===== config.mk =====
export PLATFORM = sky130hd
export DESIGN_NAME = zcd_ctrl
export DESIGN_NICKNAME = d
export VERILOG_FILES = /design/src/zcd_sync.v /design/src/zcd_ctrl.v
export VERILOG_INCLUDE_DIRS = /design/src
export SDC_FILE = /design/constraint.sdc
export NUM_CORES = 1
export LEC_CHECK = 0
export ABC_AREA = 1
export BUFFER_PORTS_ARGS = -buffer_cell sky130_fd_sc_hd__buf_2
export CAP_MARGIN = 20
export CELL_PAD_IN_SITES_DETAIL_PLACEMENT = 1
export CELL_PAD_IN_SITES_GLOBAL_PLACEMENT = 1
export CORE_ASPECT_RATIO = 1.1
export CORE_MARGIN = 10
export CORE_UTILIZATION = 33
export CTS_BUF_LIST = sky130_fd_sc_hd__clkbuf_4 sky130_fd_sc_hd__clkbuf_8
export CTS_CLUSTER_DIAMETER = 100
export DETAILED_ROUTE_END_ITERATION = 16
export MAX_ROUTING_LAYER = met4
export PLACE_DENSITY_LB_ADDON = 0.1
export SYNTH_ARGS = -nofsm -noshare
export SYNTH_HDL_FRONTEND = slang
export SYNTH_SLANG_ARGS = --single-unit

===== constraint.sdc =====
create_clock -name clk_sys_i -period 1.97 [get_ports clk_sys_i]
set_input_delay 0.0985 -clock clk_sys_i [delete_from_list [all_inputs] [get_ports clk_sys_i]]
set_output_delay 0.0985 -clock clk_sys_i [all_outputs]
set_load 0.05 [all_outputs]

===== src/zcd_defines.vh =====
// constants for the zero-cross detect control block
`ifndef ZCD_DEFINES_VH
`define ZCD_DEFINES_VH

// apb geometry
`define ZCD_AW              12
`define ZCD_DW              32

// register indices as printed (byte address is four times the index)
`define ZCD_IDX_CTRL        12'h21F
`define ZCD_IDX_STAT        12'h220
`define ZCD_IDX_MASK        12'h221
`define ZCD_IDX_PDIS        12'h222

// byte addresses
`define ZCD_ADDR_CTRL       12'h87C
`define ZCD_ADDR_STAT       12'h880
`define ZCD_ADDR_MASK       12'h884
`define ZCD_ADDR_PDIS       12'h888

// control register fields
`define ZCD_CTRL_SEN        7
`define ZCD_CTRL_OUT        5
`define ZCD_CTRL_INV        4
`define ZCD_CTRL_RISE       1
`define ZCD_CTRL_FALL       0

// status, mask and peripheral disable fields
`define ZCD_STAT_FLAG       0
`define ZCD_PDIS_MD         0

// reset values
`define ZCD_RST_BIT         1'h0
`define ZCD_RST_DATA        32'h0000_0000
`define ZCD_RST_FUSE        1'h1

// fuse capture waits for the synchroniser to settle
`define ZCD_FUSE_SETTLE     2'h3
`define ZCD_CNT_ZERO        2'h0
`define ZCD_CNT_ONE         2'h1

// apb slave states, one-hot
`define ZCD_ST_IDLE         2'h1
`define ZCD_ST_ACC          2'h2

`endif


===== src/zcd_sync.v =====
// two-flop level synchroniser
`timescale 1ns/100ps
`default_nettype none

module zcd_sync #(
	parameter W = 1
) (
	// clock and reset
	input  wire         clk_sys_i,
	input  wire         rst_i,
	// level from another domain
	input  wire [W-1:0] async_i,
	// synchronised level
	output wire [W-1:0] sync_o
);

	reg [W-1:0] meta_q;
	reg [W-1:0] sync_q;

	always @(posedge clk_sys_i or posedge rst_i) begin
		if (rst_i) begin
			meta_q <= {W{1'h0}};
			sync_q <= {W{1'h0}};
		end else begin
			meta_q <= async_i;
			sync_q <= meta_q;
		end
	end

	assign sync_o = sync_q;

endmodule

`default_nettype wire


===== src/zcd_ctrl.v =====
// zero-cross detect control and status logic with apb register access
//
// Functional notes
// - detector and edge interrupt logic keep running in sleep, unchanged.
// - fuse at 0: detector enabled from reset, software enable ignored; here enable rises only once the fuse is caught, a few clocks after reset.
// - fuse at 1: software enable turns detector on or off.
// - module disable bit also turns detector off, but only when fuse is 1.
// - status bit 5 reads 1 while sinking, 0 while sourcing, reversed if inverted.
// - bit 4 inverts the logic output feeding status and edge detectors.
// - rise enable bit 1 sets flag on each low-to-high logic output edge.
// - fall enable bit 0 sets flag on each high-to-low logic output edge.
// - one 8-bit control register at index 0x21F; bits 6,3,2 read zero.
// - software clears flag; an edge arriving during the clear keeps it set.
// - a change of the invert control raises an interrupt event regardless.
//
// Decided for this implementation: the APB slave port.
`timescale 1ns/100ps
`default_nettype none
`include "zcd_defines.vh"

module zcd_ctrl (
	// clock and reset
	input  wire                 clk_sys_i,
	input  wire                 rst_i,
	// apb slave
	input  wire                 psel_i,
	input  wire                 penable_i,
	input  wire                 pwrite_i,
	input  wire [`ZCD_AW-1:0]   paddr_i,
	input  wire [`ZCD_DW-1:0]   pwdata_i,
	output wire                 pready_o,
	output wire [`ZCD_DW-1:0]   prdata_o,
	output wire                 pslverr_o,
	// analog comparator and configuration fuse
	input  wire                 comp_sink_i,
	input  wire                 zero_cross_config_fuse_i,
	// detector control and logic output
	output wire                 zcd_enable_o,
	output wire                 zcd_out_o,
	// interrupt
	output wire                 irq_o
);

	// apb slave states, one-hot
	localparam [1:0] ST_IDLE = `ZCD_ST_IDLE;
	localparam [1:0] ST_ACC  = `ZCD_ST_ACC;

	// apb slave state
	reg [1:0]          state_q;
	reg                pready_q;
	reg                pslverr_q;
	reg [`ZCD_DW-1:0]  prdata_q;

	// software visible control bits
	reg                sw_enable_q;
	reg                invert_sense_q;
	reg                rise_irq_en_q;
	reg                fall_irq_en_q;
	reg                module_disable_bit_q;
	reg                irq_mask_q;
	reg                zero_cross_irq_flag_q;

	// fuse capture
	reg                fuse_q;
	reg                fuse_done_q;
	reg [1:0]          fuse_cnt_q;

	// logic output and edge history
	reg                out_q;
	reg                out_prev_q;

	// registered outputs
	reg                enable_q;
	reg                irq_q;

	// combinational
	wire               comp_sync;
	wire               fuse_sync;
	wire               setup_phase;
	wire               access_done;
	wire               wr_done;
	wire               addr_ctrl;
	wire               addr_stat;
	wire               addr_mask;
	wire               addr_pdis;
	wire               addr_hit;
	wire               out_d;
	wire               rise_evt;
	wire               fall_evt;
	wire               inv_evt;
	wire               set_evt;
	wire               clr_flag;
	wire               enable_d;
	wire               inv_d;
	reg [`ZCD_DW-1:0]  rdata_d;

	// comparator level into the clock domain
	zcd_sync #(
		.W(1)
	) u_comp_sync (
		.clk_sys_i (clk_sys_i),
		.rst_i     (rst_i),
		.async_i   (comp_sink_i),
		.sync_o    (comp_sync)
	);

	// fuse level into the clock domain
	zcd_sync #(
		.W(1)
	) u_fuse_sync (
		.clk_sys_i (clk_sys_i),
		.rst_i     (rst_i),
		.async_i   (zero_cross_config_fuse_i),
		.sync_o    (fuse_sync)
	);

	// fuse is caught once, after the synchroniser has settled past reset
	always @(posedge clk_sys_i or posedge rst_i) begin
		if (rst_i) begin
			fuse_cnt_q  <= `ZCD_CNT_ZERO;
			fuse_done_q <= `ZCD_RST_BIT;
			fuse_q      <= `ZCD_RST_FUSE;
		end else if (!fuse_done_q) begin
			if (fuse_cnt_q == `ZCD_FUSE_SETTLE) begin
				fuse_q      <= fuse_sync;
				fuse_done_q <= 1'h1;
			end else begin
				fuse_cnt_q <= fuse_cnt_q + `ZCD_CNT_ONE;
			end
		end
	end

	// address decode
	assign addr_ctrl   = (paddr_i == `ZCD_ADDR_CTRL);
	assign addr_stat   = (paddr_i == `ZCD_ADDR_STAT);
	assign addr_mask   = (paddr_i == `ZCD_ADDR_MASK);
	assign addr_pdis   = (paddr_i == `ZCD_ADDR_PDIS);
	assign addr_hit    = addr_ctrl | addr_stat | addr_mask | addr_pdis;

	assign setup_phase = psel_i & ~penable_i;
	assign access_done = psel_i & penable_i & pready_q;
	assign wr_done     = access_done & pwrite_i & addr_hit;

	// read data is gathered in the setup cycle
	always @* begin
		rdata_d = `ZCD_RST_DATA;
		if (addr_ctrl) begin
			rdata_d[`ZCD_CTRL_SEN]  = sw_enable_q;
			rdata_d[`ZCD_CTRL_OUT]  = out_q;
			rdata_d[`ZCD_CTRL_INV]  = invert_sense_q;
			rdata_d[`ZCD_CTRL_RISE] = rise_irq_en_q;
			rdata_d[`ZCD_CTRL_FALL] = fall_irq_en_q;
		end else if (addr_stat) begin
			rdata_d[`ZCD_STAT_FLAG] = zero_cross_irq_flag_q;
		end else if (addr_mask) begin
			rdata_d[`ZCD_STAT_FLAG] = irq_mask_q;
		end else if (addr_pdis) begin
			rdata_d[`ZCD_PDIS_MD]   = module_disable_bit_q;
		end
	end

	// apb slave: one wait-free access cycle after setup
	always @(posedge clk_sys_i or posedge rst_i) begin
		if (rst_i) begin
			state_q   <= ST_IDLE;
			pready_q  <= `ZCD_RST_BIT;
			pslverr_q <= `ZCD_RST_BIT;
			prdata_q  <= `ZCD_RST_DATA;
		end else begin
			case (state_q)
				ST_IDLE: begin
					if (setup_phase) begin
						state_q   <= ST_ACC;
						pready_q  <= 1'h1;
						pslverr_q <= ~addr_hit;
						prdata_q  <= pwrite_i ? `ZCD_RST_DATA : rdata_d;
					end
				end
				ST_ACC: begin
					if (access_done || !psel_i) begin
						state_q   <= ST_IDLE;
						pready_q  <= 1'h0;
						pslverr_q <= 1'h0;
						prdata_q  <= `ZCD_RST_DATA;
					end
				end
				default: begin
					state_q   <= ST_IDLE;
					pready_q  <= 1'h0;
					pslverr_q <= 1'h0;
					prdata_q  <= `ZCD_RST_DATA;
				end
			endcase
		end
	end

	// control register; the status bit and unimplemented bits ignore writes
	assign inv_d = (wr_done && addr_ctrl) ? pwdata_i[`ZCD_CTRL_INV] : invert_sense_q;

	always @(posedge clk_sys_i or posedge rst_i) begin
		if (rst_i) begin
			sw_enable_q    <= `ZCD_RST_BIT;
			invert_sense_q <= `ZCD_RST_BIT;
			rise_irq_en_q  <= `ZCD_RST_BIT;
			fall_irq_en_q  <= `ZCD_RST_BIT;
		end else if (wr_done && addr_ctrl) begin
			sw_enable_q    <= pwdata_i[`ZCD_CTRL_SEN];
			invert_sense_q <= pwdata_i[`ZCD_CTRL_INV];
			rise_irq_en_q  <= pwdata_i[`ZCD_CTRL_RISE];
			fall_irq_en_q  <= pwdata_i[`ZCD_CTRL_FALL];
		end
	end

	// mask and peripheral disable registers
	always @(posedge clk_sys_i or posedge rst_i) begin
		if (rst_i) begin
			irq_mask_q           <= `ZCD_RST_BIT;
			module_disable_bit_q <= `ZCD_RST_BIT;
		end else if (wr_done) begin
			if (addr_mask) begin
				irq_mask_q <= pwdata_i[`ZCD_STAT_FLAG];
			end
			if (addr_pdis) begin
				module_disable_bit_q <= pwdata_i[`ZCD_PDIS_MD];
			end
		end
	end

	// fuse low forces enable; fuse high hands it to software and module disable
	assign enable_d = ~fuse_q | (sw_enable_q & ~module_disable_bit_q);

	always @(posedge clk_sys_i or posedge rst_i) begin
		if (rst_i) begin
			enable_q <= `ZCD_RST_BIT;
		end else begin
			enable_q <= enable_d;
		end
	end

	// logic output: comparator sink level optionally inverted
	assign out_d = comp_sync ^ invert_sense_q;

	// no sleep input: the detector path runs on every clock regardless
	always @(posedge clk_sys_i or posedge rst_i) begin
		if (rst_i) begin
			out_q      <= `ZCD_RST_BIT;
			out_prev_q <= `ZCD_RST_BIT;
		end else begin
			out_q      <= out_d;
			out_prev_q <= out_q;
		end
	end

	// edge detectors on the logic output, after the optional invert
	assign rise_evt = enable_q & rise_irq_en_q &  out_q & ~out_prev_q;
	assign fall_evt = enable_q & fall_irq_en_q & ~out_q &  out_prev_q;
	assign inv_evt  = (inv_d != invert_sense_q);
	assign set_evt  = rise_evt | fall_evt | inv_evt;

	// write one to clear
	assign clr_flag = wr_done & addr_stat & pwdata_i[`ZCD_STAT_FLAG];

	// set wins over a simultaneous clear
	always @(posedge clk_sys_i or posedge rst_i) begin
		if (rst_i) begin
			zero_cross_irq_flag_q <= `ZCD_RST_BIT;
		end else if (set_evt) begin
			zero_cross_irq_flag_q <= 1'h1;
		end else if (clr_flag) begin
			zero_cross_irq_flag_q <= 1'h0;
		end
	end

	// interrupt level
	always @(posedge clk_sys_i or posedge rst_i) begin
		if (rst_i) begin
			irq_q <= `ZCD_RST_BIT;
		end else begin
			irq_q <= (zero_cross_irq_flag_q | set_evt) & ~(clr_flag & ~set_evt) & irq_mask_q;
		end
	end

	// outputs
	assign pready_o     = pready_q;
	assign prdata_o     = prdata_q;
	assign pslverr_o    = pslverr_q;
	assign zcd_enable_o = enable_q;
	assign zcd_out_o    = out_q;
	assign irq_o        = irq_q;

endmodule

`default_nettype wire


# [Word level (Yosys, flattened, before mapping)]
# Cells that the tools add are included.
# W data, S select, Z words.
[word_totals] out_inout_bits=37 word_cells=101 regBits=55
[classes] n_eq_ne=10 bitwise=35 n_mux=24 add_sub_neg=1 reduce_logical=9
[op_table] operator="$mux W32" count=2
[op_table] operator="$pmux W32 S2" count=1
[op_table] operator="$eq A12 B12 Y1 const B" count=4
[op_table] operator="$and A1 B1 Y1" count=17
[op_table] operator="$mux W1" count=14
[op_table] operator="$not A1 Y1" count=10
[op_table] operator="$reduce_and A2 Y1" count=5
[op_table] operator="$mux W8" count=1
[op_table] operator="$or A1 B1 Y1" count=7
[op_table] operator="$mux W2" count=3
[op_table] operator="$eq A2 B2 Y1 const B" count=2
[op_table] operator="$ne A2 B2 Y1 const B" count=2
[op_table] operator="$pmux W1 S2" count=2
[op_table] operator="$pmux W2 S2" count=1
[op_table] operator="$add A2 B1 Y2 const B" count=1
[op_table] operator="$eq A2 B1 Y1 const B" count=1
[op_table] operator="$reduce_bool A2 Y1" count=1
[op_table] operator="$logic_and A1 B1 Y1" count=1
[op_table] operator="$logic_not A1 Y1" count=1
[op_table] operator="$logic_or A1 B1 Y1" count=1
[op_table] operator="$ne A1 B1 Y1" count=1
[op_table] operator="$xor A1 B1 Y1" count=1

# [Depth between registers and ports, before layout]
[depth] depth_word=14 depth_mapped=10

# [Hierarchy]
# Synthesis repeated with hierarchy kept, for this count alone.
[hier_totals] cells_unflattened=184 area_unflattened_um2=1492.7
[modules_own_cells] module="zcd_ctrl" cells_each=178 area_per_inst_um2=1385.1 seq_area_each_um2=578.1 instances=1
[modules_own_cells] module="zcd_sync" cells_each=3 area_per_inst_um2=53.8 seq_area_each_um2=50.0 instances=2

# [Least setup slack after synthesis]
# OpenSTA, ideal clock, no wires.
[synth_timing] path_kind="reg2reg" start="register, netlist name state_q[1]" end="register rise_irq_en_q" arrival_time_ns=1.519 setup_slack_ns=0.324 path_stages_with_launch=6 required_ns=1.842 n_path_buf=0 synth_period_minus_slack_ns=1.646 cell_sequence="dfrtp_1 > nand2_1 > inv_1 > nand3_1 > nor2_8 > mux2_1"
[synth_rtl] item="to (signal assigned)" line="zcd_ctrl.v:204" source="rise_irq_en_q <= `ZCD_RST_BIT;"
[synth_rtl] item="to (signal assigned)" line="zcd_ctrl.v:209" source="rise_irq_en_q <= pwdata_i[`ZCD_CTRL_RISE];"
[synth_rtl] item="to (decl)" line="zcd_ctrl.v:57" source="reg rise_irq_en_q;"

# [Worst setup path in the final report]
[layout_timing] start="register state_q[0]" end="register prdata_q[4] (netlist: prdata_o[4])"
[layout_via] elab_chain_len=3 word_cells_on_any_way=6 classes_between="4 x eq/ne; 1 x mux; 1 x reduce/logical"
[layout_rtl] item="from (decl)" line="zcd_ctrl.v:49" source="reg [1:0] state_q;"
[layout_rtl] item="from (signal assigned)" line="zcd_ctrl.v:165" source="state_q <= ST_IDLE;"
[layout_rtl] item="from (signal assigned)" line="zcd_ctrl.v:173" source="state_q <= ST_ACC;"
[layout_rtl] item="from (signal assigned)" line="zcd_ctrl.v:181" source="state_q <= ST_IDLE;"
[layout_rtl] item="$eq A2 B2 Y1 / $eq A2 B1 Y1 (equally long branches)" line="zcd_ctrl.v:170" source="case (state_q)"
[layout_rtl] item="$ne A2 B2 Y1 (no source line)"
[layout_rtl] item="$reduce_and A2 Y1 (no source line)"
[layout_rtl] item="to (signal assigned)" line="zcd_ctrl.v:168" source="prdata_q <= `ZCD_RST_DATA;"
[layout_rtl] item="to (signal assigned)" line="zcd_ctrl.v:176" source="prdata_q <= pwrite_i ? `ZCD_RST_DATA : rdata_d;"
[layout_rtl] item="to (signal assigned)" line="zcd_ctrl.v:184" source="prdata_q <= `ZCD_RST_DATA;"
[layout_rtl] item="to (decl)" line="zcd_ctrl.v:52" source="reg [`ZCD_DW-1:0] prdata_q;"
# Several ways; a longest one is shown, not always the timed one.
# A chain may end at the register's enable or synchronous reset.

==> run summary <==
clock slew at reported path FFs: 0.08 ns
max incr delay on CP: 0.52 ns
Sw Pwr: 0.363 mW
sequential cell area fraction in the yosys report: 45.5%
Tot Pwr: 1.13 mW
Max-cap violations: 0
die area: 7610 um^2
Synth top area share: 42.0%
Seq pwr share: 51.0%
largest cells by area after synthesis: dfrtp_1, buf_4, nand2_1
Max VDD drop: 362 uV
crit start category: flip-flop
Hold Crit Class: primary input to flip-flop
layout cells sized above 1: 21.4%
worst path arrival time: 1.67 ns
IO Count: 88
Fillers: 562
fin crit period: 1.49 ns
root cell of the clock tree: clkbuf_8
WS Path Type: flip-flop to flip-flop
Inserted Diodes: 0
CP cell instances: inv_1 > nor3_1 > nand3b_1 > o21ai_0
pin count of the biggest net entering global routing: 16
TritonCTS clock tree: built
Gate Count Post-Synth: 181
maximum clock path buffer count: 2
status: finished, final reports clean
grt total ovfl: 0
Top delay family on crit path: simple AND/OR/NAND/NOR gates
syn avg cell area: 8.23 um^2
period utilization: 75.4%
drt pass-1 iters: 4
Internal: 0.768 mW
initial antenna violation count: 0
routed wire length: 3710 um
quantity of gates resized following cts: 0
core footprint: 4350 um^2
#FFs+latches synth: 27
Slew Limit Fails: 0
via count: 1186
gp weighted congestion: 0.798
CTS Sinks: 27
TNS Setup: 0 ns
Inst Count DP: 267
Crit. End Element: flip-flop
post-layout util: 39.1%
fmax: 673 MHz
Yosys cell types: 24
mapped cell area: 1490 um^2
Post-DRT Antenna Nets: 0
final setup fails: 0
# nets final: 273
post-route clock skew: 0.00268 ns
DRC violations left: 0
Buf/Inv on CP: 1
cts bufs inserted: 3
Final Hold Vio Count: 0
DR iter-0 viols: 19
chip width: 84.1 um
vias in the first global route: 1342
Layout area overhead: 14.0%
Final HPWL DP: 3230 um
Static Leak: 0.965 nW
Yosys top cell by area: dfrtp_1
Comb power frac: 21.1%
drt wl/cell: 13.5 um
Cell Pwr Density: 666 nW/um^2
RSZ-0062 raised after global routing: false
gr usage total: 9.74%
Initial Util: 34.3%
Largest register FFs: 5
Clock Latency Late Sink: 0.26 ns
Net Sw Frac: 32.1%
via/cell ratio: 4.33
Rows: 25
yosys warns: 0
data required time of the worst path: 2.15 ns
first-pass GRT wire length: 6140 um
Non-Filler Instances: 274
IO Port Bufs: 32
Chip Height: 90.5 um
Crit Path Max Fanout: 4
slowest stage cell on the critical path: dfstp_2
Clk pwr share: 27.9%
H-Tree Depth: 1
==> per-layer routing <==
layer	vias up	routed length [um]	global-route usage [%]	share of wire (%)
met3	4	246	2.62	6.6
met5	-	0	-	0
met2	46	1900	17.1	51
li1	581	-	-	-
met4	0	42	3.07	1.1
met1	555	1520	10.3	41
==> logic make-up after synthesis <==
group                      count (synthesis)  synth area share, %
DFF                                       27                 45.5
xor gates and xnor gates                   2                 1.18
AOI/OAI and AO/OA                         14                 4.79
adders and majority gates                  1                0.839
and+or+nand+nor                           77                 24.8
other                                      1                0.252
muxes                                      2                 1.51
buffers and inverters                     57                 21.2
==> power by group through the flow <==
stage | combinational [mW] | clock [mW] | sequential (mW)
6_report | 0.239 | 0.315 | 0.577
3_3_place_gp | 0.228 | 0 | 0.587
3_5_place_dp | 0.234 | 0 | 0.589
5_1_grt | 0.257 | 0.351 | 0.580
4_1_cts | 0.239 | 0.328 | 0.578
2_1_floorplan | 0.200 | 0 | 0.610
==> cell type report <==
cell class              instances  area (um^2)  share of cell area (%)
well taps                      54         67.6                    3.98
flip-flops and latches         27          678                    39.9
multi-input cells             123          594                    35.0
clock buffers                   4         48.8                    2.87
repair buffers                 36          198                    11.6
inverters                      30          113                    6.63
==> layout by cell type, fill, tap and decap left out, drive strengths merged <==
master	instances
conb	27
buf	33
dfrtp	25
a31oi	1
inv	30
xor2	2
mux2	2
dfstp	2
nand4	3
ha	1
nand3b	1
nor2	19
dlygate4sd3	3
nor3	4
nand3	12
nand2	38
clkbuf	4
a21oi	4
o21ai	9
==> worst register-to-register path, cell delays in order, from the launching register on <==
cell	delay (ns)
dfstp_2	0.52
inv_1	0.06
nor3_1	0.34
nand3b_1	0.26
o21ai_0	0.23
==> worst paths after layout <==
kind                       slack [ns]                  to          startpoint  depth (start not counted)
max reg2reg                      0.48         prdata_o[4]          state_q[0]                          4
max in group asynchronous        0.93              fuse_q               rst_i                          4
min                              0.05         sw_enable_q         pwdata_i[7]                          2
min reg2reg                      0.36  u_fuse_sync.sync_o  u_fuse_sync.meta_q                          0
min in group asynchronous        0.39      invert_sense_q               rst_i                          3
max                              0.48         prdata_o[4]          state_q[0]                          4
==> cells in the mapped netlist <==
| master | count |
|---|---|
| nand3_1 | 10 |
| nand2_2 | 1 |
| nor2_8 | 1 |
| nor2_2 | 2 |
| nand3_4 | 1 |
| xor2_1 | 2 |
| mux2_1 | 2 |
| dfstp_2 | 2 |
| ha_1 | 1 |
| a31oi_1 | 1 |
| nor2_1 | 15 |
| nor2_4 | 1 |
| inv_1 | 29 |
| nand3b_1 | 1 |
| buf_4 | 27 |
| nand4_1 | 3 |
| dfrtp_1 | 25 |
| a21oi_1 | 4 |
| nor3_1 | 4 |
| o21ai_0 | 9 |
| conb_1 | 1 |
| inv_2 | 1 |
| nand2_1 | 37 |
| nand3_2 | 1 |
==> what timing repair did <==
| item | CTS | global route |
|---|---|---|
| buffers inserted | 0 | 0 |
| endpoints found under the hold margin | 13 | 0 |
| hold buffers | 3 | 0 |
==> metrics by stage <==
stage	setup slack [ns]	hold slack (ns)	instance area [um^2]
after floorplan	0.324	0.130	1590
after global placement	0.547	0.140	1620
after detailed placement	0.469	0.145	1620
after CTS	0.449	0.0417	1700
after global routing	0.379	0.0560	1700
final	0.485	0.0466	1700
(Power assumes the default switching activity.)
